$ cat src/common/cfg_init_defines.vh
`ifndef CFG_INIT_DEFINES_VH
`define CFG_INIT_DEFINES_VH

// ****************************************************************
// timing
// ****************************************************************
// power-on dwell before the init pin is driven, in microseconds
`define POR_SLOW_US 40000
`define POR_FAST_US 9000
// clock period in nanoseconds
`define CLK_PERIOD_NS 10
// cycles of memory clearing
`define CLEAR_CYCLES 16'h0040
`define CNT_W 32
`define CNT_ONE 32'h00000001
`define CNT_ZERO 32'h00000000
`define CLR_ONE 16'h0001
`define CLR_ZERO 16'h0000

// ****************************************************************
// mode select
// ****************************************************************
`define MODE_W 3
`define MODE_RST 3'h0

`endif

$ cat src/cfg_edge_sync.v
`include "cfg_init_defines.vh"

// two-flop synchroniser with rise and fall pulses taken after the second flop
module cfg_edge_sync (
  // clock and reset
  input wire mclk_i,
  input wire arst_n_i,
  input wire ce_i,
  // async level and its synchronised view
  input wire din_i,
  output reg dout_o,
  output wire rise_o,
  output wire fall_o
);

  reg meta_r;
  reg last_r;

  // first flop feeds only the second; reset state is released-high
  always @(posedge mclk_i or negedge arst_n_i) begin
    if (!arst_n_i) begin
      meta_r <= 1'b1;
      dout_o <= 1'b1;
      last_r <= 1'b1;
    end else if (ce_i) begin
      meta_r <= din_i;
      dout_o <= meta_r;
      last_r <= dout_o;
    end
  end

  // edges of the synchronised level
  assign rise_o = ce_i & dout_o & ~last_r;
  assign fall_o = ce_i & ~dout_o & last_r;

endmodule // cfg_edge_sync

$ cat src/config_reset_init_control.v
`include "cfg_init_defines.vh"

module config_reset_init_control #(
  parameter POR_SLOW_CYC = (`POR_SLOW_US * 1000) / `CLK_PERIOD_NS,
  parameter POR_FAST_CYC = (`POR_FAST_US * 1000) / `CLK_PERIOD_NS
) (
  // clock, reset, enable
  input wire mclk_i,
  input wire arst_n_i,
  input wire ce_i,
  // configuration reset pin, active low
  input wire prog_n_i,
  // init pin, open drain
  input wire init_n_i,
  output reg init_n_o,
  output reg init_n_oe_o,
  // options and mode
  input wire por_fast_select_i,
  input wire [2:0] mode_sel_i,
  // configuration engine handshake
  input wire cfg_error_i,
  input wire cfg_done_i,
  input wire err_on_init_en_i,
  output reg cfg_start_o,
  output reg [2:0] cfg_mode_o,
  output reg cfg_clear_o,
  output reg jtag_limit_o,
  output reg configured_o
);

  // ****************************************************************
  // states
  // ****************************************************************
  localparam S_POR = 6'h01;
  localparam S_RESET = 6'h02;
  localparam S_CLEAR = 6'h04;
  localparam S_WAIT = 6'h08;
  localparam S_CONFIG = 6'h10;
  localparam S_DONE = 6'h20;

  reg [5:0] state_r;
  reg [5:0] state_nxt;
  reg [`CNT_W-1:0] por_cnt_r;
  reg [15:0] clr_cnt_r;
  reg err_r;

  wire prog_s;
  wire prog_rise;
  wire prog_fall;
  wire init_s;
  wire [`CNT_W-1:0] por_limit;

  // ****************************************************************
  // input synchronisers
  // ****************************************************************
  cfg_edge_sync u_prog_sync (
    .mclk_i(mclk_i),
    .arst_n_i(arst_n_i),
    .ce_i(ce_i),
    .din_i(prog_n_i),
    .dout_o(prog_s),
    .rise_o(prog_rise),
    .fall_o(prog_fall)
  );

  cfg_edge_sync u_init_sync (
    .mclk_i(mclk_i),
    .arst_n_i(arst_n_i),
    .ce_i(ce_i),
    .din_i(init_n_i),
    .dout_o(init_s),
    .rise_o(),
    .fall_o()
  );

  // power-on dwell picked by the fast option
  assign por_limit = por_fast_select_i ? POR_FAST_CYC[`CNT_W-1:0] :
                     POR_SLOW_CYC[`CNT_W-1:0];

  // ****************************************************************
  // sequence
  // ****************************************************************
  // next-state logic; a prog fall always wins
  always @* begin
    state_nxt = state_r;
    case (state_r)
      S_POR: begin
        if (por_cnt_r >= por_limit - `CNT_ONE) begin
          state_nxt = S_CLEAR;
        end
      end
      S_RESET: begin
        if (prog_rise) begin
          state_nxt = S_CLEAR;
        end
      end
      S_CLEAR: begin
        if (clr_cnt_r >= `CLEAR_CYCLES - `CLR_ONE) begin
          state_nxt = S_WAIT;
        end
      end
      S_WAIT: begin
        // stall while prog or init is held low from outside
        if (prog_s && init_s) begin
          state_nxt = S_CONFIG;
        end
      end
      S_CONFIG: begin
        if (cfg_done_i) begin
          state_nxt = S_DONE;
        end
      end
      S_DONE: begin
        state_nxt = S_DONE;
      end
      default: begin
        state_nxt = S_POR;
      end
    endcase
    if (prog_fall) begin
      state_nxt = S_RESET;
    end
  end

  // state, counters and registered outputs
  always @(posedge mclk_i or negedge arst_n_i) begin
    if (!arst_n_i) begin
      state_r <= S_POR;
      por_cnt_r <= `CNT_ZERO;
      clr_cnt_r <= `CLR_ZERO;
      err_r <= 1'b0;
      init_n_o <= 1'b0;
      init_n_oe_o <= 1'b0;
      cfg_start_o <= 1'b0;
      cfg_mode_o <= `MODE_RST;
      cfg_clear_o <= 1'b0;
      jtag_limit_o <= 1'b0;
      configured_o <= 1'b0;
    end else if (ce_i) begin
      state_r <= state_nxt;
      por_cnt_r <= (state_r == S_POR) ? por_cnt_r + `CNT_ONE : `CNT_ZERO;
      clr_cnt_r <= (state_r == S_CLEAR) ? clr_cnt_r + `CLR_ONE : `CLR_ZERO;
      // error is sticky until the next reset sequence
      if (state_nxt == S_RESET || state_nxt == S_CLEAR) begin
        err_r <= 1'b0;
      end else if (cfg_error_i && (state_r == S_CONFIG ||
                   (state_r == S_DONE && err_on_init_en_i))) begin
        err_r <= 1'b1;
      end
      // pin is only ever pulled low, never driven high
      init_n_o <= 1'b0;
      init_n_oe_o <= (state_nxt == S_RESET) || (state_nxt == S_CLEAR) ||
                     (err_r && state_nxt != S_WAIT);
      cfg_clear_o <= (state_nxt == S_RESET) || (state_nxt == S_CLEAR);
      cfg_start_o <= (state_r == S_WAIT) && (state_nxt == S_CONFIG);
      if (state_r == S_WAIT && state_nxt == S_CONFIG) begin
        cfg_mode_o <= mode_sel_i;
      end
      jtag_limit_o <= ~prog_s;
      configured_o <= (state_nxt == S_DONE);
    end
  end

endmodule // config_reset_init_control

$ cat config.mk
export PLATFORM = sky130hd
export DESIGN_NAME = config_reset_init_control
export DESIGN_NICKNAME = d
export VERILOG_FILES = /design/src/cfg_edge_sync.v /design/src/config_reset_init_control.v
export VERILOG_INCLUDE_DIRS = /design/src /design/src/common
export SDC_FILE = /design/constraint.sdc
export NUM_CORES = 1
export LEC_CHECK = 0
export BUFFER_PORTS_ARGS = -buffer_cell sky130_fd_sc_hd__buf_2
export CAP_MARGIN = 20
export CORE_MARGIN = 3
export CORE_UTILIZATION = 50
export DETAILED_ROUTE_END_ITERATION = 8
export PLACE_DENSITY = 0.81
export SLEW_MARGIN = 20
export SYNTH_ARGS = -nofsm -noshare
export SYNTH_HDL_FRONTEND = slang
export SYNTH_SLANG_ARGS = --single-unit
$ cat constraint.sdc
create_clock -name mclk_i -period 2.15 [get_ports mclk_i]
set_input_delay 0.3225 -clock mclk_i [delete_from_list [all_inputs] [get_ports mclk_i]]
set_output_delay 0.3225 -clock mclk_i [all_outputs]
set_load 0.02 [all_outputs]
==> impl_metrics.tcl <==
set metrics [dict create \
    ant_nets 0 \
    cts_buffer_depth 2 \
    viasPerCell 5.80 \
    antenna_found_initial 0 \
    layout_common_cells "dfrtp_1 (62), nor2_1 (46), buf_4 (38), nand2_1 (36)" \
    p_sw_uw 872 \
    synthCells 393 \
    min_period_ps 2120 \
    final_common_cell "dfrtp_1" \
    outcome "finished, violations left" \
    grt_usage_pct 22.3 \
    overflow 0 \
    p_int_mw 2.38 \
    ioPinCount 21 \
    ys.flop_type "dfrtp_1" \
    gp_congestion 0.899 \
    dpl-instance-area_mm2 0.00416 \
    vdd_drop_max_mv 0.485 \
    ys_types 58 \
    grt_max_degree 31 \
    swShare_pct 26.8 \
    drv_cap 0 \
    hold_ws_ps -13.1 \
    htree_levels 3 \
    rsz0062_at_grt "true" \
    dp_hpwl_mm 5.76 \
    area_growth_pct 22.8 \
    powerDensity_mw_per_mm2 717 \
    rrSetupSlack_ps 30 \
    wl_per_cell_um 16.2 \
    path_class "reg2reg" \
    ys_async_sr_fraction_pct 100 \
    drc 0 \
    syn_nets 416 \
    cts.sinks 68 \
    drv_slew 0 \
    regArea_mm2 0.00171 \
    cts_tree "yes" \
    worst_r2r_path_depth 7 \
    skew_ps 9.72 \
    worstSetupEndpointType "flip-flop" \
    crit_path_start "por_cnt_r[21]" \
    layout.nets 471 \
    final_cell_area_mm2 0.00453 \
    first_iter_violations 154 \
    die_h_um 92.0 \
    power_leakage_nw 1.98 \
    cts-root-buf "clkbuf_8" \
    finalHoldViolations 6 \
    stdcell_count 549 \
    firstDrtPassIters 4 \
    r2r-end "state_r[0]" \
    postLayoutCoreUtil_pct 64.9 \
    rows 30 \
    place_inst 529 \
    synth.avg_cell_area_um2 9.40 \
    crit_required_ps 2430 \
    combinationalPowerShare_pct 15.9 \
    dieArea_mm2 0.00845 \
    io_buffers 19 \
    wirelength_mm 8.87 \
    hold_path_class "in2async" \
    worst_pin_slew_ps 779 \
    r2r-start "por_cnt_r[21]" \
    synth-edff-count 0 \
    violations "hold timing" \
    synth_area_mm2 0.00369 \
    cp-start-kind "flip-flop" \
    clkTransAtPathRegs_ps 70 \
    crit_arrival_ps 2400 \
    cts_buffers 9 \
    die_w_um 92.0 \
    design.core.area_mm2 0.00698 \
    grt_pass1_wl_mm 14.9 \
    antennaDiodeCount 0 \
    critPathMaxFanout 2 \
    power.share.clock_pct 39.9 \
    holdBufCountCts 0 \
    start_util_pct 52.9 \
    vias 3185 \
    synth_warnings 0 \
    fmax_ghz 0.472 \
    maxSlewHeadroom_pct 47.9 \
    ys_seq_elements 68 \
    synth-seq-area-share_pct 46.3 \
    seqPwrFrac_pct 44.2 \
    layout-drive-gt1-share_pct 24.1 \
    finalSetupViolCount 0 \
    fin_crit_sh_pct 98.6 \
    clock_latency_ps 360 \
    grt_pass1_vias 3178 \
    fill_cells 554 \
    multi_input_area_mm2 0.00198 \
]
cell families after synthesis:
group	share of synthesized area, %
AND/OR/NAND/NOR	24.0
flip-flops	46.3
other	0.102
AO/OA/AOI/OAI	11.7
buffers and inverters	3.39
XOR/XNOR	8.06
multiplexers	2.71
adder cells (fa/ha/maj)	3.73
metrics by stage:
stage | power [mW] | setup WS (ps) | setup TNS (ps)
finish | 3.25 | 31.1 | 0
global route | 3.38 | -67.2 | -174
CTS | 3.25 | -1.98 | -1.98
detailed placement | 1.95 | -144 | -547
global placement | 1.93 | -92.1 | -327
floorplan | 1.75 | 11.2 | 0
flip-flops by register name, summed over array words and instances (netlist names):
register	cells
u_init_sync.dout_o	1
u_init_sync.meta_r	1
clr_cnt_r	16
u_prog_sync.last_r	1
init_n_oe_o	1
cfg_clear_o	1
u_prog_sync.meta_r	1
cfg_mode_o	3
jtag_limit_o	1
por_cnt_r	32
u_prog_sync.dout_o	1
state_r	6
configured_o	1
err_r	1
cfg_start_o	1
Yosys cell counts (2+ instances only):
cell type	n	share of area, %
nor2b_1	4	0.68
xor2_1	15	3.6
or4_1	2	0.41
a21oi_1	16	2.2
xnor2_1	19	4.5
nand4_1	10	1.7
o211ai_1	2	0.41
and2_1	2	0.34
dfrtp_1	62	42
mux2_2	8	2.4
dfstp_2	6	4.3
o21ai_0	20	2.7
a21o_1	3	0.61
and4_1	2	0.47
o22ai_1	2	0.34
or3_1	10	1.7
nor2_1	46	4.7
o2bb2ai_1	3	0.71
o2111ai_1	2	0.47
ha_1	11	3.7
nand3_1	18	2.4
or4b_2	2	0.54
or2_2	2	0.34
a211oi_1	2	0.41
nand2b_1	4	0.68
clkbuf_1	11	1.1
nor3_1	12	1.6
nor4_1	12	2.0
nand2_1	36	3.7
inv_1	13	1.3
o31ai_1	5	1.0
and3_1	4	0.68
buf_1	2	0.20
layer usage:
layer  GRT usage, %  share of wire, %  up-vias
met3           5.33               4.9       16
li1               -                 -     1509
met4           10.8               1.9        0
met5              0                 0        -
met2           37.5                51       94
met1           26.8                42     1566
critical path, cell delays in order, from the launching register on:
cell and delay [ps]:
dfrtp_1 420, ha_4 170, or4_4 550, a21oi_2 190, o2111ai_4 190, buf_6 160, a2111o_1 300, o31ai_2 70
area by class of cell:
class,count,share of cell area [%]
clock buffer,12,3.20
clock inverter,4,2.15
inverter,14,1.16
multi-input combinational,295,43.6
sequential,68,37.7
tap,96,2.65
timing repair buffer,60,9.52
worst max path at each step:
stage / end
finish: state_r[0]
detailed placement: err_r
global placement: err_r
floorplan: err_r
CTS: state_r[0]
global route: state_r[2]
what timing repair did:
| action | in CTS | in global routing |
|---|---|---|
| setup buffers | 0 | 4 |
| resized for setup | 7 | 12 |
| endpoints found under the setup margin | 5 | 9 |
| hold endpoints to repair | 0 | 0 |
| pin swaps | 1 | 10 |
| cloned | 0 | 0 |
power by group through the flow:
| stage | Clock, mW | Sequential [mW] | Combinational (mW) |
|---|---|---|---|
| 6_report | 1.30 | 1.44 | 0.517 |
| 3_5_place_dp | 0 | 1.46 | 0.498 |
| 4_1_cts | 1.31 | 1.43 | 0.503 |
| 2_1_floorplan | 0 | 1.44 | 0.304 |
| 5_1_grt | 1.36 | 1.45 | 0.574 |
| 3_3_place_gp | 0 | 1.45 | 0.478 |
No activity file was read; power rests on OpenSTA's default activity.
